<file path="src/pkg/pmsr_consts.vh">
// Command codes, field positions, reset values and fixed words of the block.
`ifndef PMSR_CONSTS_VH
`define PMSR_CONSTS_VH

`define PMSR_CMD_OUT_CTRL    8'h01
`define PMSR_CMD_ONOFF_CFG   8'h02
`define PMSR_CMD_CLEAR       8'h03
`define PMSR_CMD_TEMP_STAT   8'h7D
`define PMSR_CMD_COMM_STAT   8'h7E
`define PMSR_CMD_VIN_MIN     8'hA0
`define PMSR_CMD_VOUT_MIN    8'hA4
`define PMSR_CMD_MODULE_ID   8'hD0

`define PMSR_BUS_ADDR        7'h28

`define PMSR_TEMP_OT_FAULT   7
`define PMSR_TEMP_OT_WARN    6
`define PMSR_COMM_BAD_CMD    7
`define PMSR_COMM_BAD_DATA   6
`define PMSR_COMM_PEC        5
`define PMSR_COMM_OTHER      1

`define PMSR_OPR_ON          7
`define PMSR_OPR_MARGIN_HI   5
`define PMSR_OPR_MARGIN_LO   2
`define PMSR_CFG_PU          4
`define PMSR_CFG_CMD         3
`define PMSR_CFG_PIN_EN      2
`define PMSR_CFG_POL         1

`define PMSR_OPR_WR_MASK     8'hBC
`define PMSR_CFG_WR_MASK     8'h1E
`define PMSR_CFG_RO_BITS     8'h01
`define PMSR_OPR_RESET       8'h00
`define PMSR_CFG_RESET       8'h17
`define PMSR_STAT_RESET      8'h00

`define PMSR_VIN_MIN_WORD    16'hF00C
`define PMSR_VOUT_MIN_WORD   16'hB266
`define PMSR_ID_LOW_FILL     2'h2
`define PMSR_CRC_POLY        8'h07

`endif
</file>
<file path="src/logic/pmsr_regs.v">
// Bus-reachable status and control registers of the power module.
`timescale 1ns/10ps
`include "pmsr_consts.vh"
// Notes on behaviour
// - Fault status bits read one when active.
// - Temperature byte: fault bit 7, warning bit 6.
// - Comm byte: bad command bit 7, bad data bit 6, other bit 1.
// - Failed packet error check sets comm bit 5.
// - Minimum input voltage word: exponent -2, mantissa 12.
// - Minimum output voltage word: exponent -10, mantissa 614.
// - Identity word: type, revision and manufacturer fields.
// - On/off configuration picks pin, command or both.
// - Configuration bits 4:1 writable, default 0x17.
// - Clear command zeroes faults and releases alert.
module pmsr_regs #(
    parameter [5:0] MODULE_TYPE = 6'h2A, // Arbitrary value.
    parameter [5:0] MODULE_REV  = 6'h05, // Arbitrary value.
    parameter [1:0] MFR_ID      = 2'h3   // Arbitrary value.
) (
    // Clock and reset
    input  wire       clock,
    input  wire       reset_n,
    // Management bus pins
    input  wire       scl_in,
    input  wire       sda_in,
    output wire       sda_out,
    output wire       sda_oe_n,
    output wire       alert_out,
    output wire       alert_oe_n,
    // Module side
    input  wire       on_off_pin,
    input  wire       ot_fault,
    input  wire       ot_warning,
    output reg        output_enable,
    output wire [3:0] margin_ctrl
);
    localparam [1:0] ST_IDLE = 2'h0;
    localparam [1:0] ST_RX   = 2'h1;
    localparam [1:0] ST_TX   = 2'h2;

    reg       scl_m_q, scl_s_q, scl_p_q;
    reg       sda_m_q, sda_s_q, sda_p_q;
    reg       pin_m_q, pin_s_q;
    reg [1:0] state_q;
    reg [3:0] bitcnt_q;
    reg [7:0] shreg_q, cmd_q, wd0_q, last_q;
    reg [2:0] byte_idx_q, tx_idx_q;
    reg       sda_low_q, nack_q, wr_act_q;
    reg [7:0] crc_q, crc_prev_q;
    reg [7:0] opr_q, cfg_q, temp_q, comm_q;
    reg       ev_badrd_q, ev_over_q;

    wire scl_rise = scl_s_q & ~scl_p_q;
    wire scl_fall = ~scl_s_q & scl_p_q;
    wire start    = scl_s_q & scl_p_q & sda_p_q & ~sda_s_q;
    wire stop     = scl_s_q & scl_p_q & ~sda_p_q & sda_s_q;

    function [7:0] crc8;
        input [7:0] c;
        input [7:0] b;
        integer i;
        reg [7:0] r;
        begin
            r = c ^ b;
            for (i = 0; i < 8; i = i + 1)
                r = r[7] ? ({r[6:0], 1'b0} ^ `PMSR_CRC_POLY)
                         : {r[6:0], 1'b0};
            crc8 = r;
        end
    endfunction

    // Read data and the shape of each supported command.
    reg [15:0] rd_word;
    reg [2:0]  rd_len;
    reg        sup, ro;
    reg [2:0]  exp_len;
    always @* begin
        rd_word = 16'hFFFF;
        rd_len  = 3'h0;
        sup     = 1'b1;
        ro      = 1'b1;
        exp_len = 3'h0;
        case (cmd_q)
            `PMSR_CMD_OUT_CTRL: begin
                rd_word = {8'h00, opr_q};
                rd_len  = 3'h1;
                ro      = 1'b0;
                exp_len = 3'h1;
            end
            `PMSR_CMD_ONOFF_CFG: begin
                rd_word = {8'h00, cfg_q};
                rd_len  = 3'h1;
                ro      = 1'b0;
                exp_len = 3'h1;
            end
            `PMSR_CMD_CLEAR: ro = 1'b0;
            `PMSR_CMD_TEMP_STAT: begin
                rd_word = {8'h00, temp_q};
                rd_len  = 3'h1;
            end
            `PMSR_CMD_COMM_STAT: begin
                rd_word = {8'h00, comm_q};
                rd_len  = 3'h1;
            end
            `PMSR_CMD_VIN_MIN: begin
                rd_word = `PMSR_VIN_MIN_WORD;
                rd_len  = 3'h2;
            end
            `PMSR_CMD_VOUT_MIN: begin
                rd_word = `PMSR_VOUT_MIN_WORD;
                rd_len  = 3'h2;
            end
            `PMSR_CMD_MODULE_ID: begin
                rd_word = {MODULE_REV, MFR_ID,
                           MODULE_TYPE, `PMSR_ID_LOW_FILL};
                rd_len  = 3'h2;
            end
            default: sup = 1'b0;
        endcase
    end

    // Past the data bytes the code goes out; unknown commands read ones.
    wire [7:0] tx_byte = !sup ? 8'hFF :
                         (tx_idx_q == 3'h0 && rd_len != 3'h0) ?
                         rd_word[7:0] :
                         (tx_idx_q == 3'h1 && rd_len == 3'h2) ?
                         rd_word[15:8] : crc_q;

    // Write commit decision, taken when the stop condition closes a write.
    wire [2:0] dlen = byte_idx_q - 3'h2;
    reg        do_commit;
    reg  [7:0] cset;
    always @* begin
        do_commit = 1'b0;
        cset      = 8'h00;
        if (stop && wr_act_q && byte_idx_q >= 3'h2) begin
            if (!sup)
                cset[`PMSR_COMM_BAD_CMD] = 1'b1;
            else if (ro && dlen != 3'h0)
                cset[`PMSR_COMM_BAD_DATA] = 1'b1;
            else if (dlen == exp_len)
                do_commit = 1'b1;
            else if (dlen == exp_len + 3'h1 && last_q == crc_prev_q)
                do_commit = 1'b1;
            else if (dlen == exp_len + 3'h1)
                cset[`PMSR_COMM_PEC] = 1'b1;
            else
                cset[`PMSR_COMM_OTHER] = 1'b1;
        end
        if (ev_badrd_q)
            cset[`PMSR_COMM_BAD_CMD] = 1'b1;
        if (ev_over_q)
            cset[`PMSR_COMM_OTHER] = 1'b1;
    end

    wire do_clear = do_commit && cmd_q == `PMSR_CMD_CLEAR;
    wire [7:0] tset = {ot_fault, ot_warning, 6'h00};

    // Pin and bus line synchronisers plus edge history.
    always @(posedge clock) begin
        if (!reset_n) begin
            {scl_p_q, scl_s_q, scl_m_q} <= 3'h7;
            {sda_p_q, sda_s_q, sda_m_q} <= 3'h7;
            {pin_s_q, pin_m_q}          <= 2'h0;
        end else begin
            {scl_p_q, scl_s_q, scl_m_q} <= {scl_s_q, scl_m_q, scl_in};
            {sda_p_q, sda_s_q, sda_m_q} <= {sda_s_q, sda_m_q, sda_in};
            {pin_s_q, pin_m_q}          <= {pin_m_q, on_off_pin};
        end
    end

    // Bus slave: bit timing, acknowledge and byte bookkeeping.
    always @(posedge clock) begin
        if (!reset_n) begin
            state_q    <= ST_IDLE;
            bitcnt_q   <= 4'h0;
            shreg_q    <= 8'h00;
            byte_idx_q <= 3'h0;
            tx_idx_q   <= 3'h0;
            sda_low_q  <= 1'b0;
            nack_q     <= 1'b0;
            wr_act_q   <= 1'b0;
            cmd_q      <= 8'h00;
            wd0_q      <= 8'h00;
            last_q     <= 8'h00;
            crc_q      <= 8'h00;
            crc_prev_q <= 8'h00;
            ev_badrd_q <= 1'b0;
            ev_over_q  <= 1'b0;
        end else begin
            ev_badrd_q <= 1'b0;
            ev_over_q  <= 1'b0;
            if (stop) begin
                state_q   <= ST_IDLE;
                wr_act_q  <= 1'b0;
                sda_low_q <= 1'b0;
            end else if (start) begin
                // A repeated start keeps the running code of the transfer.
                if (state_q == ST_IDLE)
                    crc_q <= 8'h00;
                state_q    <= ST_RX;
                bitcnt_q   <= 4'h0;
                byte_idx_q <= 3'h0;
                wr_act_q   <= 1'b0;
                sda_low_q  <= 1'b0;
            end else if (state_q != ST_IDLE && scl_rise) begin
                if (bitcnt_q < 4'h8 && state_q == ST_RX)
                    shreg_q <= {shreg_q[6:0], sda_s_q};
                if (bitcnt_q == 4'h8)
                    nack_q <= sda_s_q;
                bitcnt_q <= bitcnt_q + 4'h1;
            end else if (state_q != ST_IDLE && scl_fall) begin
                if (bitcnt_q == 4'h8) begin
                    sda_low_q <= 1'b0;
                    if (state_q == ST_RX) begin
                        crc_prev_q <= crc_q;
                        crc_q      <= crc8(crc_q, shreg_q);
                        if (byte_idx_q != 3'h7)
                            byte_idx_q <= byte_idx_q + 3'h1;
                        if (byte_idx_q == 3'h0) begin
                            if (shreg_q[7:1] == `PMSR_BUS_ADDR) begin
                                sda_low_q <= 1'b1;
                                if (shreg_q[0]) begin
                                    state_q    <= ST_TX;
                                    tx_idx_q   <= 3'h0;
                                    ev_badrd_q <= ~sup;
                                end else
                                    wr_act_q <= 1'b1;
                            end else
                                state_q <= ST_IDLE;
                        end else begin
                            sda_low_q <= 1'b1;
                            last_q    <= shreg_q;
                            if (byte_idx_q == 3'h1)
                                cmd_q <= shreg_q;
                            if (byte_idx_q == 3'h2)
                                wd0_q <= shreg_q;
                        end
                    end
                end else if (bitcnt_q == 4'h9) begin
                    bitcnt_q <= 4'h0;
                    if (state_q == ST_TX && !nack_q) begin
                        shreg_q   <= tx_byte;
                        sda_low_q <= ~tx_byte[7];
                        crc_q     <= crc8(crc_q, tx_byte);
                        ev_over_q <= sup & (tx_idx_q > rd_len);
                        if (tx_idx_q != 3'h7)
                            tx_idx_q <= tx_idx_q + 3'h1;
                    end else if (state_q == ST_TX) begin
                        state_q   <= ST_IDLE;
                        sda_low_q <= 1'b0;
                    end else
                        sda_low_q <= 1'b0;
                end else if (state_q == ST_TX) begin
                    shreg_q   <= {shreg_q[6:0], 1'b0};
                    sda_low_q <= ~shreg_q[6];
                end
            end
        end
    end

    // Registers, sticky status and output control.
    always @(posedge clock) begin
        if (!reset_n) begin
            opr_q         <= `PMSR_OPR_RESET;
            cfg_q         <= `PMSR_CFG_RESET;
            temp_q        <= `PMSR_STAT_RESET;
            comm_q        <= `PMSR_STAT_RESET;
            output_enable <= 1'b0;
        end else begin
            if (do_commit && cmd_q == `PMSR_CMD_OUT_CTRL)
                opr_q <= wd0_q & `PMSR_OPR_WR_MASK;
            if (do_commit && cmd_q == `PMSR_CMD_ONOFF_CFG)
                cfg_q <= (wd0_q & `PMSR_CFG_WR_MASK)
                         | `PMSR_CFG_RO_BITS;
            // A new event in the clearing cycle still lands.
            temp_q <= (do_clear ? 8'h00 : temp_q) | tset;
            comm_q <= (do_clear ? 8'h00 : comm_q) | cset;
            // Power-up bit low means the module runs whenever powered.
            if (!cfg_q[`PMSR_CFG_PU]) begin
                output_enable <= 1'b1;
            end else begin
                output_enable <=
                    (!cfg_q[`PMSR_CFG_CMD] | opr_q[`PMSR_OPR_ON]) &
                    (!cfg_q[`PMSR_CFG_PIN_EN] |
                     (cfg_q[`PMSR_CFG_POL] ? pin_s_q : ~pin_s_q)) &
                    (cfg_q[`PMSR_CFG_CMD] | cfg_q[`PMSR_CFG_PIN_EN]);
            end
        end
    end

    assign margin_ctrl = opr_q[`PMSR_OPR_MARGIN_HI:`PMSR_OPR_MARGIN_LO];
    assign sda_out     = 1'b0;
    assign sda_oe_n    = ~sda_low_q;
    // Alert follows any set status bit, so clearing them releases it.
    assign alert_out   = 1'b0;
    assign alert_oe_n  = ~(|temp_q | |comm_q);
endmodule // pmsr_regs

</file>
<file path="config.mk">
export PLATFORM = sky130hd
export DESIGN_NAME = pmsr_regs
export DESIGN_NICKNAME = d
export VERILOG_FILES = /design/src/logic/pmsr_regs.v
export VERILOG_INCLUDE_DIRS = /design/src /design/src/pkg
export SDC_FILE = /design/constraint.sdc
export NUM_CORES = 1
export LEC_CHECK = 0
export ABC_CLOCK_PERIOD_IN_PS = 3500
export BUFFER_PORTS_ARGS = -buffer_cell sky130_fd_sc_hd__clkbuf_2
export CAP_MARGIN = 10
export CORE_UTILIZATION = 55
export CTS_CLUSTER_SIZE = 14
export DETAILED_ROUTE_END_ITERATION = 8
export PLACE_DENSITY_LB_ADDON = 0.08
export SYNTH_ARGS = -nofsm -noshare
export SYNTH_HDL_FRONTEND = slang
export SYNTH_SLANG_ARGS = --single-unit
</file>
<file path="constraint.sdc">
create_clock -name clock -period 3.5 [get_ports clock]
set_input_delay 0.35 -clock clock [delete_from_list [all_inputs] [get_ports clock]]
set_output_delay 0.35 -clock clock [all_outputs]
set_load 0.03 [all_outputs]
</file>
==> summary.txt, run 1 <==
Status
  – Status: finished clean

Clocking
  – Clock Latency Late Sink: 380 ps
  – Clock sink count: 87
  – Clock transition at path regs: 100 ps
  – CTS buffer count: 9
  – CTS Root Buffer Type: clkbuf_8
  – H-Tree Level Count: 3
  – CTS tree: built
  – Clock buffer depth: 2
  – Hold buffers post-CTS: 0
  – Post-CTS resize count: 0
  – Postcts setup bufs: 0

Global routing
  – Largest net degree at the start of global routing: 52
  – Global-route wire length before repair: 22.79 mm
  – Initial antenna violation count: 0
  – Vias in the first global route: 4220
  – Total GRT Usage: 0.2943
  – Grt total ovfl: 0

Setup path
  – R2R cell count: 10
  – CP Capture Type: flip-flop
  – Reg2reg end: crc_q[2]
  – Slowest CP cell: a21oi_1
  – Worst EP arrival: 3280 ps
  – CP startpoint kind: flip-flop
  – Reg-to-reg critical path startpoint: tx_idx_q[0]
  – Crit Path Class: flip-flop to flip-flop
  – Setup crit end: crc_q[2]
  – Worst Path Required: 3760 ps
  – CP startpoint: tx_idx_q[0]
  – R2r setup slk: 480 ps
  – CP cell instances: inv_1 > ha_1 > nand2b_1 > nor3b_1 > a21oi_1 > and3_1 > o21a_1 > xnor3_2 > xnor2_1 > o221ai_1
  – Critical Path Max Stage Delay: 510 ps
  – Worst-path fanout max: 10

Placement
  – Placed Area: 5562 um^2
  – Hpwl dp: 10.60 mm
  – GPL Wtd Cong: 0.9161
  – Pre-CTS WS: 521.2 ps
  – Port buffer count: 13

Logic synthesis
  – Yosys reg bits: 87
  – Top cell type by total area after synthesis: dfxtp_1
  – Gate Count Post-Synth: 650
  – EDFF count, synth: 0
  – Share of the synthesized area in the top cell type: 0.3182
  – Async S/R FF share, synth: 0
  – Synth warn: 0
  – Synth top cells by count: dfxtp_1 (87), nand2_1 (72), nor2b_1 (39), clkbuf_1 (31), nor2_1 (30)
  – Sequential share of the synthesized area: 0.3182
  – Prevailing post-synth register cell: dfxtp_1
  – Post-Syn Area: 5474 um^2
  – Most common cell in the synthesized netlist: dfxtp_1
  – Synth top area cells: dfxtp_1 (32%), mux2i_1 (5.1%), nand2_1 (4.9%), nor2b_1 (4.5%), xnor2_1 (3.8%)
  – Syn_area_per_cell: 8.422 um^2
  – Unique masters post-synth: 81

Floorplanning
  – Die height: 101.8 um
  – Die X: 101.8 um
  – Die ar.: 10360 um^2
  – Ports: 16
  – Starting Density: 0.5626
  – Core box area: 9729 um^2
  – Placement Rows: 36

Pwr
  – Leak Pwr: 2.251 nW
  – Worst vdd ir: 0.2229 mV
  – Power Density: 312.3 nW/um^2

Timing
  – Max Clock Skew: 14.35 ps
  – Fmax: 331.5 MHz
  – Max-slew violation count: 0
  – Endpoints failing hold: 0
  – Setup ws final: 483.4 ps
  – Final period utilization: 0.8619
  – # setup viols final: 0
  – RSZ-0062 raised after global routing: no
  – Max_slew headroom: 0.3827
  – TNS Setup: 0 ps
  – Tmin final: 3017 ps
  – Slew @ Worst Pin: 921.9 ps

Route
  – Via/cell ratio: 5.999
  – 1st-iter DRT viols: 296
  – DRT Wirelength: 14.38 mm
  – Post-DRT Antenna Nets: 0
  – Via count: 4649
  – DRC: 0
  – DR WL/cell: 18.55 um
  – TritonRoute pass-1 iters: 5

Finish
  – Area delta synth->final: 5.371%
  – Area of the multi-input gates: 3438 um^2
  – Post-layout instance area: 5768 um^2
  – FF+latch area: 1742 um^2
  – Fillers: 927
  – Antenna diodes: 0
  – Share of cells above drive strength 1: 0.1028
  – Final #Nets: 659

Flow run
  – Max Cap Viol: 0

Min path
  – Hold WC Path Type: input port to flip-flop
## power breakdown
group / leakage, nW / switching (mW) / total (mW) / internal (mW)
sequential: 0.703 / 0.00582 / 1.00 / 0.996
combinational: 1.45 / 0.0367 / 0.0610 / 0.0243
clock: 0.103 / 0.386 / 0.738 / 0.353
total: 2.25 / 0.428 / 1.80 / 1.37
## cell type report
class	instances	share of cell area
Clock buffer	10	0.02386
Clock inverter	6	0.01193
Inverter	16	0.01041
Multi-Input combinational cell	498	0.5961
Sequential cell	87	0.3020
Tap cell	133	0.02885
Timing Repair Buffer	25	0.02690
## kinds of logic after synthesis
| group | synth area share |
|---|---|
| fa+ha+maj | 0.03429 |
| compound gates | 0.1968 |
| flops | 0.3182 |
| simple gates | 0.2578 |
| buf+inv | 0.05440 |
| xor+xnor | 0.08137 |
| other cells | 0.0006851 |
| mux | 0.05646 |
## cell usage in the layout, fill, tap and decap left out, types with 5 or more instances in the layout
master / instances
buf_4: 12
a21boi_0: 23
a21oi_1: 19
nand3b_1: 5
nand2b_1: 19
and3_1: 6
nand3_1: 23
clkbuf_8: 10
o21a_1: 5
o21ai_0: 20
and2_1: 10
nor4_1: 6
a211oi_1: 10
inv_1: 15
nand2_1: 72
nor2b_1: 39
a22oi_1: 7
nor3_1: 16
clkbuf_2: 13
dfxtp_1: 87
a31oi_1: 7
ha_1: 15
o221ai_1: 6
nor2_1: 30
xnor2_1: 24
xor2_1: 17
mux2i_1: 28
## worst min-delay path by stage
| stage | from | to | slack, ps | depth (start not counted) |
|---|---|---|---|---|
| 3_5_place_dp | scl_m_q | scl_s_q | 400 | 1 |
| 6_report | sda_in | sda_m_q | 150 | 2 |
| 3_3_place_gp | sda_m_q | sda_s_q | 390 | 1 |
| 4_1_cts | sda_in | sda_m_q | 150 | 2 |
| 2_1_floorplan | scl_m_q | scl_s_q | 390 | 1 |
| 5_1_grt | sda_in | sda_m_q | 150 | 2 |
## stage by stage
stage	instances	util	hold WS [ps]	power [mW]
finish	775	0.5929	149.9	1.801
global route	775	0.5929	146.5	1.863
CTS	775	0.5929	146.0	1.812
detailed placement	759	0.5716	398.5	1.086
global placement	759	0.5716	390.6	1.084
floorplan	651	-	386.3	1.070
## critical path: cells and delay by family, from the launching register on
family	cells	cell delay [ps]
fa+ha+maj	1	240
xor+xnor	2	570
simple gates	3	750
flops	1	450
buf+inv	1	100
compound gates	3	800
## sequential cells by signal (all words and copies together), names as in the netlist, 4 cells and up
register	cells
bitcnt_q	4
cfg_q	4
cmd_q	8
comm_q	4
crc_prev_q	8
crc_q	8
last_q	8
opr_q	5
shreg_q	8
wd0_q	6
## per-layer routing
layer | wire (um) | track usage | share of wire
met1 | 6919 | 0.4177 | 0.48
met3 | 825 | 0.05314 | 0.057
met4 | 320 | 0.1070 | 0.022
met5 | 0 | 0 | 0
met2 | 6314 | 0.4444 | 0.44
Note: power is estimated with default switching activity, not from simulation.
==> inputs of run 2 (changes only) <==
Settings changed: ABC_CLOCK_PERIOD_IN_PS 3500 to 2700, CTS_BUF_LIST from default to sky130_fd_sc_hd__clkbuf_4 sky130_fd_sc_hd__clkbuf_8 sky130_fd_sc_hd__clkbuf_16, CTS_CLUSTER_SIZE 14 to 12.
Clock period 3.5 ns to 2.7 ns, I/O delays scaled along.
==> run 2 against run 1 <==
Clock power increased by 36%. Count of clock-buffer cells in the layout increased by 1. Cell area increased by 10%. Total power increased by 32%. Sequential power increased by 30%. Largest power group unchanged. Highest routed layer unchanged.
==> summary.txt, run 2 (synthesis results as in run 1) <==
Setup path
  – Slowest CP cell: or4bb_4 (was a21oi_1)
  – Worst Path Required: 2950 ps (was 3760 ps)
  – Reg2reg end: crc_q[6] (was crc_q[2])
  – R2R cell count: 9 (was 10)
  – Setup crit end: crc_q[6] (was crc_q[2])
  – Reg-to-reg critical path startpoint: cmd_q[2] (was tx_idx_q[0])
  – Crit Path Class: flip-flop to flip-flop (unchanged)
  – WP buf/inv: 1 (unchanged)
  – Critical Path Max Stage Delay: 490 ps (was 510 ps)
  – Worst-path fanout max: 5 (was 10)
  – CP cell instances: buf_4 > or4bb_4 > a21oi_4 > a211oi_2 > o2bb2ai_2 > mux2_4 > xnor3_1 > mux2i_1 > nand3_1 (was inv_1 > ha_1 > nand2b_1 > nor3b_1 > a21oi_1 > and3_1 > o21a_1 > xnor3_2 > xnor2_1 > o221ai_1)
  – CP startpoint: cmd_q[2] (was tx_idx_q[0])
  – CP startpoint kind: flip-flop (unchanged)
  – Worst EP arrival: 2890 ps (was 3280 ps)
  – CP Depth: 9 (was 10)
  – R2r setup slk: 60 ps (was 480 ps)
  – Top delay family on crit path: simple AND/OR/NAND/NOR gates (was compound AO/OA/AOI/OAI gates)
  – CP Capture Type: flip-flop (unchanged)

Timing
  – Endpoints failing hold: 0 (unchanged)
  – RSZ-0062 raised after global routing: yes (was no)
  – # setup viols final: 0 (unchanged)
  – Setup ws final: 60.60 ps (was 483.4 ps)
  – Max_slew headroom: 0.6274 (was 0.3827)
  – Tmin final: 2639 ps (was 3017 ps)
  – Fmax: 378.9 MHz (was 331.5 MHz)
  – Slew @ Worst Pin: 555.5 ps (was 921.9 ps)
  – Max-slew violation count: 0 (unchanged)
  – Final period utilization: 0.9776 (was 0.8619)
  – Max Clock Skew: 16.72 ps (was 14.35 ps)

Min path
  – Hold WC Path Type: input port to flip-flop (unchanged)

Floorplanning
  – Die ar.: 10360 um^2 (unchanged)
  – Ports: 16 (unchanged)
  – Die height: 101.8 um (unchanged)
  – Placement Rows: 36 (unchanged)
  – Core box area: 9729 um^2 (unchanged)
  – Die X: 101.8 um (unchanged)
  – Starting Density: 0.5626 (unchanged)

Placement
  – Pre-CTS WS: -97.03 ps (was 521.2 ps)
  – Hpwl dp: 11.51 mm (was 10.60 mm)
  – GPL Wtd Cong: 0.9178 (was 0.9161)
  – Port buffer count: 13 (unchanged)

Flow run
  – Max Cap Viol: 0 (unchanged)

Route
  – DRC: 0 (unchanged)
  – Routed wl met2: 6.960 mm (was 6.314 mm)
  – TritonRoute pass-1 iters: 5 (unchanged)
  – DR WL/cell: 18.96 um (was 18.55 um)
  – Metal3 WL: 778 um (was 825 um)
  – Via count: 4861 (was 4649)
  – Met1 Wirelength: 7.463 mm (was 6.919 mm)
  – DRT Wirelength: 15.68 mm (was 14.38 mm)
  – 1st-iter DRT viols: 321 (was 296)
  – Top layer in use: met4 (unchanged)
  – Via/cell ratio: 5.878 (was 5.999)
  – Post-DRT Antenna Nets: 0 (unchanged)

Clocking
  – Clock Latency Late Sink: 370 ps (was 380 ps)
  – CTS buffer count: 9 (unchanged)
  – CTS tree: built (unchanged)
  – CTS Root Buffer Type: clkbuf_8 (unchanged)
  – Hold buffers post-CTS: 0 (unchanged)
  – H-Tree Level Count: 3 (unchanged)
  – Clock sink count: 87 (unchanged)
  – Clock buffer depth: 2 (unchanged)
  – Clock transition at path regs: 100 ps (about the same)

Finish
  – FF+latch area: 1748 um^2 (was 1742 um^2)
  – Most frequent cells in the layout: dfxtp_1 (82), nand2_1 (72), buf_4 (64) (was dfxtp_1 (87), nand2_1 (72), nor2b_1 (39))
  – Antenna diodes: 0 (unchanged)
  – Share of cells above drive strength 1: 0.2118 (was 0.1028)
  – Fillers: 890 (was 927)
  – Area delta synth->final: 16.00% (was 5.371%)
  – Most common cell after layout, fill and taps aside: dfxtp_1 (unchanged)
  – Area of the multi-input gates: 3613 um^2 (was 3438 um^2)
  – Final #Nets: 711 (was 659)

Global routing
  – Largest net degree at the start of global routing: 35 (was 52)
  – Total GRT Usage: 0.3117 (was 0.2943)
  – Global-route wire length before repair: 24.24 mm (was 22.79 mm)
  – Grt total ovfl: 0 (unchanged)
  – Vias in the first global route: 4597 (was 4220)
  – Initial antenna violation count: 0 (unchanged)

Pwr
  – Leak Pwr: 2.555 nW (was 2.251 nW)
  – Tot Pwr: 2.383 mW (was 1.801 mW)
  – Worst vdd ir: 0.3382 mV (was 0.2229 mV)
  – Power Density: 375.3 nW/um^2 (was 312.3 nW/um^2)

Status
  – Status: finished clean (unchanged)
## run 2: cell types whose count changed in the layout (fill, tap and decap cells not counted), sizes merged
cell	before	now
buf	12	64
clkbuf	23	24
clkinv	3	1
clkinvlp	1	2
## run 2: metrics by stage
stage,hold slack [ps],cells,cell area (um^2),TNS (ps),utilization
after floorplan,371.5,651,5478,0,-
after global placement,396.0,801,5877,-105.1,0.6040
after detailed placement,403.3,801,5877,-310.9,0.6040
after CTS,78.22,818,6155,0,0.6326
after global routing,83.41,827,6350,-18.77,0.6526
final,86.86,827,6350,0,0.6526
## run 2: final cells by class
cell class,instances,area share
Clock buffer,11,0.02384
Clock inverter,5,0.01025
Inverter,16,0.009458
Multi-Input combinational cell,498,0.5691
Sequential cell,87,0.2753
Tap cell,133,0.02621
Timing Repair Buffer,77,0.08591
## run 2: report_power, final
group	internal (mW)	switching, mW	leakage (nW)	total [mW]
registers	1.29	0.00769	0.706	1.30
clock network	0.487	0.515	0.104	1.00
logic	0.0341	0.0490	1.75	0.0831
## run 2: worst min path at each step
stage / from / endpoint / slack [ps] / cells after the start
3_3_place_gp: sda_m_q / sda_s_q / 400 / 1
3_5_place_dp: scl_m_q / scl_s_q / 400 / 1
2_1_floorplan: scl_in / scl_m_q / 370 / 1
6_report: sda_in / sda_m_q / 90 / 2
4_1_cts: scl_in / scl_m_q / 80 / 2
5_1_grt: sda_in / sda_m_q / 80 / 2
## run 2: per-layer routing
metal,vias to the layer above,global-route usage
met1,2334,0.4281
met5,-,0
met4,0,0.1327
met2,120,0.4813
li1,2374,-
met3,33,0.05245
## run 2: timing repair
item,in CTS,in global routing
endpoints found under the hold margin,0,0
pin swaps,2,5
gates cloned,0,0
resized for setup,10,26
setup buffers,1,9
setup endpoints to repair,9,19
